--- config.mk ---
export PLATFORM = sky130hd
export DESIGN_NAME = lcdcd_top
export DESIGN_NICKNAME = d
export VERILOG_FILES = /design/src/lcdcd_pkg.sv /design/src/lcdcd_top.sv
export SDC_FILE = /design/constraint.sdc
export NUM_CORES = 1
export LEC_CHECK = 0
export BUFFER_PORTS_ARGS = -buffer_cell sky130_fd_sc_hd__clkbuf_2
export CAP_MARGIN = 20
export CORE_MARGIN = 1
export CORE_UTILIZATION = 60
export CTS_BUF_LIST = sky130_fd_sc_hd__clkbuf_8
export CTS_CLUSTER_SIZE = 25
export DETAILED_ROUTE_END_ITERATION = 10
export PLACE_DENSITY = 0.82
export SLEW_MARGIN = 10
export SYNTH_ARGS = -nofsm -noshare
export SYNTH_HDL_FRONTEND = slang
export SYNTH_SLANG_ARGS = --single-unit
--- constraint.sdc ---
create_clock -name core_clk -period 6.77 [get_ports core_clk]
set_input_delay 0.677 -clock core_clk [delete_from_list [all_inputs] [get_ports core_clk]]
set_output_delay 0.677 -clock core_clk [all_outputs]
set_load 0.02 [all_outputs]
--- src/lcdcd_pkg.sv ---
// Package of constants for the LCD command decoder
package lcdcd_pkg;
   localparam int unsigned NUM_COLS = 132;
   localparam logic [7:0] COL_LAST = 8'h83;
   localparam logic [7:0] COL_FIRST = 8'h00;
   localparam logic [3:0] PAGE_LAST = 4'h8;
   localparam logic [3:0] PAGE_RST = 4'h0;
   localparam int unsigned BUF_DEPTH = 2;
   localparam logic [7:0] CMD_SEG_DIR = 8'hA0;
   localparam logic [7:0] CMD_SEG_MASK = 8'hFE;
   localparam logic [7:0] CMD_BIAS = 8'hA2;
   localparam logic [7:0] CMD_BIAS_MASK = 8'hFE;
   localparam logic [7:0] CMD_COM_DIR = 8'hC0;
   localparam logic [7:0] CMD_COM_MASK = 8'hF0;
   localparam logic [7:0] CMD_DISP_ONOFF = 8'hAE;
   localparam logic [7:0] CMD_REVERSE = 8'hA6;
   localparam logic [7:0] CMD_ALLON = 8'hA4;
   localparam logic [7:0] CMD_ONE_MASK = 8'hFE;
   localparam logic [7:0] CMD_PAGE = 8'hB0;
   localparam logic [7:0] CMD_NIB_MASK = 8'hF0;
   localparam logic [7:0] CMD_COL_HI = 8'h10;
   localparam logic [7:0] CMD_COL_LO = 8'h00;
   localparam logic [7:0] CMD_START = 8'h40;
   localparam logic [7:0] CMD_START_MASK = 8'hC0;
   localparam logic [7:0] CMD_RMW = 8'hE0;
   localparam logic [7:0] CMD_END = 8'hEE;
   localparam logic [7:0] CMD_RESET = 8'hE2;
   localparam logic [7:0] CMD_NOP = 8'hE3;
   localparam logic [7:0] CMD_POWER = 8'h28;
   localparam logic [7:0] CMD_RATIO = 8'h20;
   localparam logic [7:0] CMD_PWR_MASK = 8'hF8;
   localparam logic [7:0] CMD_VOLUME = 8'h80;
   localparam logic [7:0] CMD_VOL_MASK = 8'hE0;
   localparam logic [7:0] CMD_TEST = 8'hD0;
   localparam logic [7:0] CMD_TEST_MASK = 8'hD0;
   localparam logic [2:0] RATIO_RST = 3'h0;
   localparam logic [4:0] VOLUME_RST = 5'h00;
   localparam logic BIAS_RST = 1'b1;
   localparam logic [2:0] POWER_RST = 3'h0;
endpackage : lcdcd_pkg

--- src/lcdcd_top.sv ---
// Command decoder of a dot-matrix LCD driver with display RAM
// Overview of operation
// Byte with cmd_data_select low is a command; 8080 low / 6800 high strobe.
// 1010000x selects segment direction, D0 set reverses it.
// 1100xxxx selects common direction from D3, low bits ignored.
// Data read returns byte at page/column, then column advances by one.
// First read after address setting returns no valid data.
// Data write stores byte at page/column, then column advances by one.
// Column advance wraps from the last column to zero.
// 11100000 enters read-modify-write, records column; reads hold column.
// End leaves read-modify-write and restores recorded column.
// End is command byte 11101110.
// Only the column is restored; the page stays as it is.
// Host must not set the column during read-modify-write.
// 00101xyz sets booster, regulator and follower enables.
// 00100xxx loads 3-bit resistor ratio; 111 is external mode.
// 100xxxxx loads the 5-bit electronic volume.
// 1010001x selects bias: 0 gives 1/9, 1 gives 1/7.
// Bias takes effect only while the follower is enabled.
// All-points-on while display off enters power saver.
// Power saver stops oscillator, power, drivers; outputs grounded. Code leaves booster_en, regulator_en and follower_en as set.
// Power saver keeps data and modes, host access still works.
// 11100010 resets settings and shorts regulated voltage to ground.
// Software reset never shorts booster output; only the pin does.
// 11100011 is a no-operation.
// Unclaimed 11x1xxxx enters test mode; reset or display on/off clears.
// Host should rewrite operating modes periodically against noise.
// Serial bytes are shifted in most significant bit first.
`timescale 1ns/100ps
module lcdcd_top (
   input wire logic core_clk,
   input wire logic arst_n,
   input wire logic mode_6800,
   input wire logic serial_sel,
   input wire logic cmd_data_select,
   input wire logic chip_sel_n,
   input wire logic rd_e,
   input wire logic wr_rw,
   input wire logic [7:0] data_in,
   input wire logic ser_clk,
   input wire logic ser_data,
   output logic [7:0] data_out,
   output logic data_oe_n,
   output logic ram_we,
   output logic [3:0] ram_page,
   output logic [7:0] ram_col,
   output logic [7:0] ram_wdata,
   input wire logic [7:0] ram_rdata,
   output logic rd_valid,
   input wire logic rd_ready,
   output logic seg_reverse,
   output logic com_reverse,
   output logic display_on,
   output logic display_reverse,
   output logic all_points_on,
   output logic [5:0] start_line,
   output logic booster_en,
   output logic regulator_en,
   output logic follower_en,
   output logic [2:0] regulator_resistor_ratio,
   output logic [4:0] volume,
   output logic bias_eff,
   output logic power_saver,
   output logic osc_stop,
   output logic drivers_grounded,
   output logic regulated_lcd_voltage_short,
   output logic booster_output_short,
   output logic test_mode,
   output logic rmw_active
);
   // Two-flop synchronisers for all pins
   logic [7:0] s1_r, s2_r;
   logic [5:0] c1_r, c2_r;
   logic [5:0] cp_r;
   // Interface selects are pins too; nothing taps the first flop
   logic [1:0] m1_r, m2_r;
   logic sel_6800, sel_ser;
   always_ff @(posedge core_clk or negedge arst_n) begin
      if (!arst_n) begin
         s1_r <= 8'h00;
         s2_r <= 8'h00;
         c1_r <= 6'h00;
         c2_r <= 6'h00;
         cp_r <= 6'h00;
         m1_r <= 2'h0;
         m2_r <= 2'h0;
      end else begin
         s1_r <= data_in;
         s2_r <= s1_r;
         c1_r <= {ser_data, ser_clk, cmd_data_select, chip_sel_n, rd_e,
                  wr_rw};
         c2_r <= c1_r;
         cp_r <= c2_r;
         m1_r <= {mode_6800, serial_sel};
         m2_r <= m1_r;
      end
   end
   logic sd, sck, sck_p, a0, csn, rde, wrw, rde_p, wrw_p;
   assign {sd, sck, a0, csn, rde, wrw} = c2_r;
   assign sck_p = cp_r[4];
   assign rde_p = cp_r[1];
   assign wrw_p = cp_r[0];
   assign {sel_6800, sel_ser} = m2_r;
   // Strobe edges; data and A0 sampled at strobe end, so setup is met
   logic par_wr, par_rd;
   always_comb begin
      if (sel_6800) begin
         par_wr = !csn && !rde && rde_p && !wrw;
         par_rd = !csn && !rde && rde_p && wrw;
      end else begin
         par_wr = !csn && wrw && !wrw_p;
         par_rd = !csn && rde && !rde_p;
      end
   end
   // Serial shift register, MSB first
   logic [7:0] sh_r;
   logic [2:0] bit_r;
   logic ser_done_r;
   always_ff @(posedge core_clk or negedge arst_n) begin
      if (!arst_n) begin
         sh_r <= 8'h00;
         bit_r <= 3'h0;
         ser_done_r <= 1'b0;
      end else begin
         ser_done_r <= 1'b0;
         if (!sel_ser || csn) begin
            bit_r <= 3'h0;
         end else if (sck && !sck_p) begin
            sh_r <= {sh_r[6:0], sd};
            bit_r <= bit_r + 3'h1;
            ser_done_r <= (bit_r == 3'h7);
         end
      end
   end
   logic wr_stb, rd_stb;
   logic [7:0] wbyte;
   assign wr_stb = sel_ser ? ser_done_r : par_wr;
   assign rd_stb = !sel_ser && par_rd;
   assign wbyte = sel_ser ? sh_r : s2_r;
   logic is_cmd, is_dat;
   assign is_cmd = wr_stb && !a0;
   assign is_dat = wr_stb && a0;
   function automatic logic hit(input logic [7:0] b, input logic [7:0] v,
                                input logic [7:0] m);
      hit = (b & m) == v;
   endfunction : hit
   logic c_seg, c_bias, c_com, c_onoff, c_rev, c_allon, c_page, c_chi,
         c_clo, c_start, c_rmw, c_end, c_rst, c_nop, c_pwr, c_ratio,
         c_vol, c_test;
   always_comb begin
      c_seg = hit(wbyte, lcdcd_pkg::CMD_SEG_DIR, lcdcd_pkg::CMD_SEG_MASK);
      c_bias = hit(wbyte, lcdcd_pkg::CMD_BIAS, lcdcd_pkg::CMD_BIAS_MASK);
      c_com = hit(wbyte, lcdcd_pkg::CMD_COM_DIR, lcdcd_pkg::CMD_COM_MASK);
      c_onoff = hit(wbyte, lcdcd_pkg::CMD_DISP_ONOFF,
                    lcdcd_pkg::CMD_ONE_MASK);
      c_rev = hit(wbyte, lcdcd_pkg::CMD_REVERSE, lcdcd_pkg::CMD_ONE_MASK);
      c_allon = hit(wbyte, lcdcd_pkg::CMD_ALLON, lcdcd_pkg::CMD_ONE_MASK);
      c_page = hit(wbyte, lcdcd_pkg::CMD_PAGE, lcdcd_pkg::CMD_NIB_MASK);
      c_chi = hit(wbyte, lcdcd_pkg::CMD_COL_HI, lcdcd_pkg::CMD_NIB_MASK);
      c_clo = hit(wbyte, lcdcd_pkg::CMD_COL_LO, lcdcd_pkg::CMD_NIB_MASK);
      c_start = hit(wbyte, lcdcd_pkg::CMD_START,
                    lcdcd_pkg::CMD_START_MASK);
      c_rmw = wbyte == lcdcd_pkg::CMD_RMW;
      c_end = wbyte == lcdcd_pkg::CMD_END;
      c_rst = wbyte == lcdcd_pkg::CMD_RESET;
      c_nop = wbyte == lcdcd_pkg::CMD_NOP;
      c_pwr = hit(wbyte, lcdcd_pkg::CMD_POWER, lcdcd_pkg::CMD_PWR_MASK);
      c_ratio = hit(wbyte, lcdcd_pkg::CMD_RATIO, lcdcd_pkg::CMD_PWR_MASK);
      c_vol = hit(wbyte, lcdcd_pkg::CMD_VOLUME, lcdcd_pkg::CMD_VOL_MASK);
      c_test = hit(wbyte, lcdcd_pkg::CMD_TEST, lcdcd_pkg::CMD_TEST_MASK) &&
               !(c_rmw || c_end || c_rst || c_nop || c_onoff);
   end
   logic srst;
   assign srst = is_cmd && c_rst;
   // Operating modes
   logic bias_r, fol_r;
   always_ff @(posedge core_clk or negedge arst_n) begin
      if (!arst_n) begin
         seg_reverse <= 1'b0;
         com_reverse <= 1'b0;
         display_on <= 1'b0;
         display_reverse <= 1'b0;
         all_points_on <= 1'b0;
         start_line <= 6'h00;
         booster_en <= lcdcd_pkg::POWER_RST[2];
         regulator_en <= lcdcd_pkg::POWER_RST[1];
         fol_r <= lcdcd_pkg::POWER_RST[0];
         regulator_resistor_ratio <= lcdcd_pkg::RATIO_RST;
         volume <= lcdcd_pkg::VOLUME_RST;
         bias_r <= lcdcd_pkg::BIAS_RST;
         test_mode <= 1'b0;
      end else if (srst) begin
         seg_reverse <= 1'b0;
         com_reverse <= 1'b0;
         display_on <= 1'b0;
         display_reverse <= 1'b0;
         all_points_on <= 1'b0;
         start_line <= 6'h00;
         booster_en <= lcdcd_pkg::POWER_RST[2];
         regulator_en <= lcdcd_pkg::POWER_RST[1];
         fol_r <= lcdcd_pkg::POWER_RST[0];
         regulator_resistor_ratio <= lcdcd_pkg::RATIO_RST;
         volume <= lcdcd_pkg::VOLUME_RST;
         bias_r <= lcdcd_pkg::BIAS_RST;
         test_mode <= 1'b0;
      end else if (is_cmd) begin
         if (c_seg) seg_reverse <= wbyte[0];
         if (c_com) com_reverse <= wbyte[3];
         if (c_onoff) begin
            display_on <= wbyte[0];
            test_mode <= 1'b0;
         end
         if (c_rev) display_reverse <= wbyte[0];
         if (c_allon) all_points_on <= wbyte[0];
         if (c_start) start_line <= wbyte[5:0];
         if (c_pwr) begin
            booster_en <= wbyte[2];
            regulator_en <= wbyte[1];
            fol_r <= wbyte[0];
         end
         if (c_ratio) regulator_resistor_ratio <= wbyte[2:0];
         if (c_vol) volume <= wbyte[4:0];
         if (c_bias) bias_r <= wbyte[0];
         if (c_test) test_mode <= 1'b1;
      end
   end
   // Power saver and supply shorts; modes are held, not cleared
   always_ff @(posedge core_clk or negedge arst_n) begin
      if (!arst_n) begin
         follower_en <= 1'b0;
         bias_eff <= lcdcd_pkg::BIAS_RST;
         power_saver <= 1'b0;
         osc_stop <= 1'b0;
         drivers_grounded <= 1'b1;
         regulated_lcd_voltage_short <= 1'b1;
         booster_output_short <= 1'b1;
      end else begin
         follower_en <= fol_r;
         if (fol_r) bias_eff <= bias_r;
         power_saver <= !display_on && all_points_on;
         osc_stop <= !display_on && all_points_on;
         drivers_grounded <= (!display_on && all_points_on) ||
                             !display_on;
         regulated_lcd_voltage_short <= srst || !regulator_en;
         booster_output_short <= 1'b0;
      end
   end
   // Addressing and read-modify-write
   logic [7:0] col_r, saved_col_r;
   logic [3:0] page_r;
   logic dummy_r;
   logic can_take;
   function automatic logic [7:0] col_inc(input logic [7:0] c);
      col_inc = (c == lcdcd_pkg::COL_LAST) ? lcdcd_pkg::COL_FIRST
                : c + 8'h01;
   endfunction : col_inc
   logic do_rd;
   assign do_rd = rd_stb && a0 && can_take;
   always_ff @(posedge core_clk or negedge arst_n) begin
      if (!arst_n) begin
         col_r <= lcdcd_pkg::COL_FIRST;
         page_r <= lcdcd_pkg::PAGE_RST;
         saved_col_r <= lcdcd_pkg::COL_FIRST;
         rmw_active <= 1'b0;
         dummy_r <= 1'b1;
      end else if (srst) begin
         col_r <= lcdcd_pkg::COL_FIRST;
         page_r <= lcdcd_pkg::PAGE_RST;
         rmw_active <= 1'b0;
         dummy_r <= 1'b1;
      end else if (is_cmd && c_page) begin
         page_r <= (wbyte[3:0] > lcdcd_pkg::PAGE_LAST) ?
                   lcdcd_pkg::PAGE_LAST : wbyte[3:0];
         dummy_r <= 1'b1;
      end else if (is_cmd && c_chi) begin
         col_r <= {wbyte[3:0], col_r[3:0]};
         dummy_r <= 1'b1;
      end else if (is_cmd && c_clo) begin
         col_r <= {col_r[7:4], wbyte[3:0]};
         dummy_r <= 1'b1;
      end else if (is_cmd && c_rmw) begin
         rmw_active <= 1'b1;
         saved_col_r <= col_r;
      end else if (is_cmd && c_end && rmw_active) begin
         rmw_active <= 1'b0;
         col_r <= saved_col_r;
         dummy_r <= 1'b1;
      end else if (is_dat) begin
         col_r <= col_inc(col_r);
         dummy_r <= 1'b1;
      end else if (do_rd) begin
         dummy_r <= 1'b0;
         if (!dummy_r && !rmw_active) col_r <= col_inc(col_r);
      end
   end
   always_ff @(posedge core_clk or negedge arst_n) begin
      if (!arst_n) begin
         ram_we <= 1'b0;
         ram_wdata <= 8'h00;
      end else begin
         ram_we <= is_dat && !srst;
         ram_wdata <= wbyte;
      end
   end
   assign ram_page = page_r;
   assign ram_col = col_r;
   // Two-entry read buffer; dummy read pushes nothing
   logic [7:0] buf_r [lcdcd_pkg::BUF_DEPTH];
   logic [1:0] cnt_r;
   logic push, pop;
   assign can_take = cnt_r != 2'd2;
   assign push = do_rd && !dummy_r;
   assign pop = rd_valid && rd_ready;
   always_ff @(posedge core_clk or negedge arst_n) begin
      if (!arst_n) begin
         buf_r[0] <= 8'h00;
         buf_r[1] <= 8'h00;
         cnt_r <= 2'd0;
      end else begin
         if (pop) buf_r[0] <= buf_r[1];
         if (push) buf_r[(pop ? cnt_r - 2'd1 : cnt_r) == 2'd0 ? 0 : 1]
            <= ram_rdata;
         cnt_r <= cnt_r + {1'b0, push} - {1'b0, pop};
      end
   end
   always_ff @(posedge core_clk or negedge arst_n) begin
      if (!arst_n) begin
         rd_valid <= 1'b0;
         data_out <= 8'h00;
         data_oe_n <= 1'b1;
      end else begin
         rd_valid <= (cnt_r + {1'b0, push} - {1'b0, pop}) != 2'd0;
         // A pop from a full buffer must expose the second entry
         if (pop) begin
            data_out <= (cnt_r == 2'd2) ? buf_r[1] : ram_rdata;
         end else begin
            data_out <= (cnt_r == 2'd0) ? ram_rdata : buf_r[0];
         end
         data_oe_n <= !(!csn && a0 && !sel_ser &&
                        (sel_6800 ? (rde && wrw) : !rde));
      end
   end
endmodule : lcdcd_top

==> results.cfg <==
[status]
outcome = completed

[drt]
met1Wirelength_um = 5081
top_layer_used = met4
wl_um = 11940
drtIter0Drc = 241
ant_nets = 0
vias = 4080
viasPerCell = 5.913
drt-pass1-iter-count = 5
routedWlPerCell_um = 17.30
wl_met3_um = 783
met2_wirelength_um = 5778
drcViolationCount = 0

[critical_path]
crit_path_end_kind = flop
path_max_fanout = 31
critPathKind = flop to flop
startpoint_type = flop
worstPathArrival_ns = 3.44
cp_data_required_time_ns = 7.10

[global_routing]
grt_antenna_before_repair = 0
gr-total-overflow = 0
grt_usage = 0.2636
grt_first_pass_wirelength_um = 19440
grt_max_degree = 70
grt_pass1_vias = 3931

[synthesis]
synthXorXnorAreaFrac = 0.01243
synth_area_um2 = 5639
synthFlopType = dfrtp_1
synth_fa_ha_area_frac = 0.01553
netlist_top_cells_area = dfrtp_1 57%, mux2_2 6.8%, nor2_1 3.6%
async_flop_share = 1.000
synth_area_per_cell_um2 = 11.92
yosysTopAreaCell = dfrtp_1
ys_ff_latch = 136
synth_edf_count = 0
synth_cell_types = 68
ys_seq_area_frac = 0.6051
synth_top_area_frac = 0.5724
syn_nets = 507
synth_compound_gate_area_share = 0.1189
syn_inst = 473
muxShareOfSynthArea = 0.08720
yosys.area_share.simple = 0.1329
synth_warnings = 0
synth_top_family_by_area = simple AND/OR/NAND/NOR gates

[sta]
finalSetupViolations = 0
hold_violations = 0
finClkSkew_ns = 0.01040
final-max-slew-violation-count = 0
fmax_ghz = 0.3215
rsz0062_at_grt = no
maxSlewHeadroom = 0.3766
post-route-min-period_ns = 3.110
worst_slew_pin_slew_ns = 0.9350
setup_ws_ns = 3.660
fin_tns_setup_ns = 0
finalCritPeriodShare = 0.4594

[clock_tree]
hold_buffers = 0
cts_tree = yes
cts_resized = 0
clk_latency_ns = 0.45
clock_sinks = 136
cts_buffer_depth = 2
clk_pin_slew_worst_paths_ns = 0.08
numCtsBuffers = 17
cts_root_buf = clkbuf_8
post-cts-setup-buffer-count = 0
htreeDepth = 4

[power]
share_seq_of_total_power = 0.448
switching_share = 0.3284
p_int_mw = 1.569
p_leak_nw = 3.183
comb_power_share = 0.232
peakVddDrop_mv = 0.2512
net-switching-power_mw = 0.7671
power.density_nw_per_um2 = 354.3
clkPwrFrac = 0.320

[layout]
drive_gt1_frac = 0.3161
multiInputGateArea_um2 = 2073
nFillCells = 639
regArea_um2 = 3412
fin_util = 0.7204
antenna_cells = 0
syn_to_final_growth_pct = 16.93
layout.nets = 600

[floorplanning]
die-width_um = 98.95
dieArea_um2 = 9790
pin_count = 88
core_um2 = 9153
rows = 35
start_util = 0.6161
dieHeight_um = 98.95

[worst_hold_path]
hp-class = primary input to async pin

[job]
cap_violations = 0

[place]
place_ws_ns = 3.759
hpwlAfterDp_um = 8156
io_buffers = 87
gp_congestion = 0.9029
worst paths after layout:
kind                              startpoint                         end  slack [ns]  cells past startpoint
setup / recovery           m2_r[0]$_DFF_PN0_     ram_page[3]$_DFFE_PN0P_        3.66                      6
hold / removal                        arst_n      display_on$_DFFE_PN0P_        0.20                      1
setup reg to reg           m2_r[0]$_DFF_PN0_     ram_page[3]$_DFFE_PN0P_        3.66                      6
hold reg to reg            m1_r[1]$_DFF_PN0_           m2_r[1]$_DFF_PN0_        0.35                      0
max in group asynchronous             arst_n  saved_col_r[4]$_DFFE_PN0P_        5.31                      2
min in group core_clk             data_in[7]           s1_r[7]$_DFF_PN0_        0.33                      1
routing by layer:
metal | global-route usage | up-vias
met5 | 0 | -
met1 | 0.3511 | 1997
met4 | 0.1217 | 0
met3 | 0.06525 | 28
li1 | - | 1862
met2 | 0.4120 | 193
layout by cell type, fill, tap and decap left out, drive strengths merged, types with 3 or more instances in the layout:
cell type,netlist,final
a211oi,3,3
a21o,3,3
a21oi,30,30
a22o,3,3
a31oi,10,10
a32o,3,3
and3,6,6
buf,9,3
bufinv,0,4
clkbuf,6,105
clkinv,0,3
dfrtp,129,129
dfstp,7,7
ha,7,7
inv,16,20
mux2,35,35
mux2i,9,9
nand2,30,30
nand2b,8,8
nand3,13,13
nand3b,3,3
nor2,57,57
nor2b,3,3
nor3,4,4
o211ai,3,3
o21ai,16,16
o22ai,13,13
or3b,4,4
xnor2,6,6
synth_stat cells, drive strengths merged (4+ instances only):
cell type / number
a21oi: 30
a31oi: 10
and3: 6
buf: 9
clkbuf: 6
dfrtp: 129
dfstp: 7
ha: 7
inv: 16
mux2: 35
mux2i: 9
nand2: 30
nand2b: 8
nand3: 13
nor2: 57
nor3: 4
o21ai: 16
o22ai: 13
or3b: 4
xnor2: 6
kinds of logic (layout without fill, tap and decap cells):
kind of cell | Yosys count | after routing
mux | 44 | 44
xor+xnor | 8 | 8
fa+ha+maj | 7 | 7
flops | 136 | 136
simple gates | 148 | 148
buf+inv | 31 | 137
other cells | 1 | 1
compound gates | 98 | 98
flip-flops by register name, summed over array words and instances (netlist names), 6 cells and up, named ones only:
name and flops:
buf_r 8, data_out 8, ram_col 8, ram_wdata 8, s1_r 8, s2_r 8, saved_col_r 8, sh_r 8
c1_r 6, c2_r 6, start_line 6
critical path, cell delays in order, from the launching register on:
cell     delay (ns)
dfrtp_1        0.96
mux2i_1        0.82
a21oi_2        0.09
nand2_2        0.30
nor2_2         0.12
nor2_1         0.31
mux2_2         0.38
metrics by stage:
| step | instance area (um^2) | hold WS [ns] | instances | total power [mW] |
|---|---|---|---|---|
| finish | 6594 | 0.1972 | 690 | 2.336 |
| CTS | 6594 | 0.2262 | 690 | 2.344 |
| global placement | 6141 | 0.3329 | 658 | 1.574 |
| detailed placement | 6141 | 0.3347 | 658 | 1.597 |
| floorplan | 5639 | 0.3312 | 473 | 1.398 |
| global route | 6594 | 0.2568 | 690 | 2.444 |
power by group through the flow:
stage | Combinational, mW | Clock [mW] | Sequential [mW]
3_3_place_gp | 0.522 | 0 | 1.05
4_1_cts | 0.543 | 0.757 | 1.04
5_1_grt | 0.591 | 0.792 | 1.06
2_1_floorplan | 0.259 | 0 | 1.14
3_5_place_dp | 0.537 | 0 | 1.06
6_report | 0.542 | 0.747 | 1.05
final cells by class:
| type | instances | area share |
|---|---|---|
| Timing Repair Buffer | 89 | 0.06926 |
| Inverter | 16 | 0.009108 |
| Sequential cell | 136 | 0.5175 |
| Clock buffer | 19 | 0.03966 |
| Multi-Input combinational cell | 306 | 0.3144 |
| Clock inverter | 13 | 0.02903 |
| Tap cell | 111 | 0.02106 |
No activity file was read; power rests on OpenSTA's default activity.
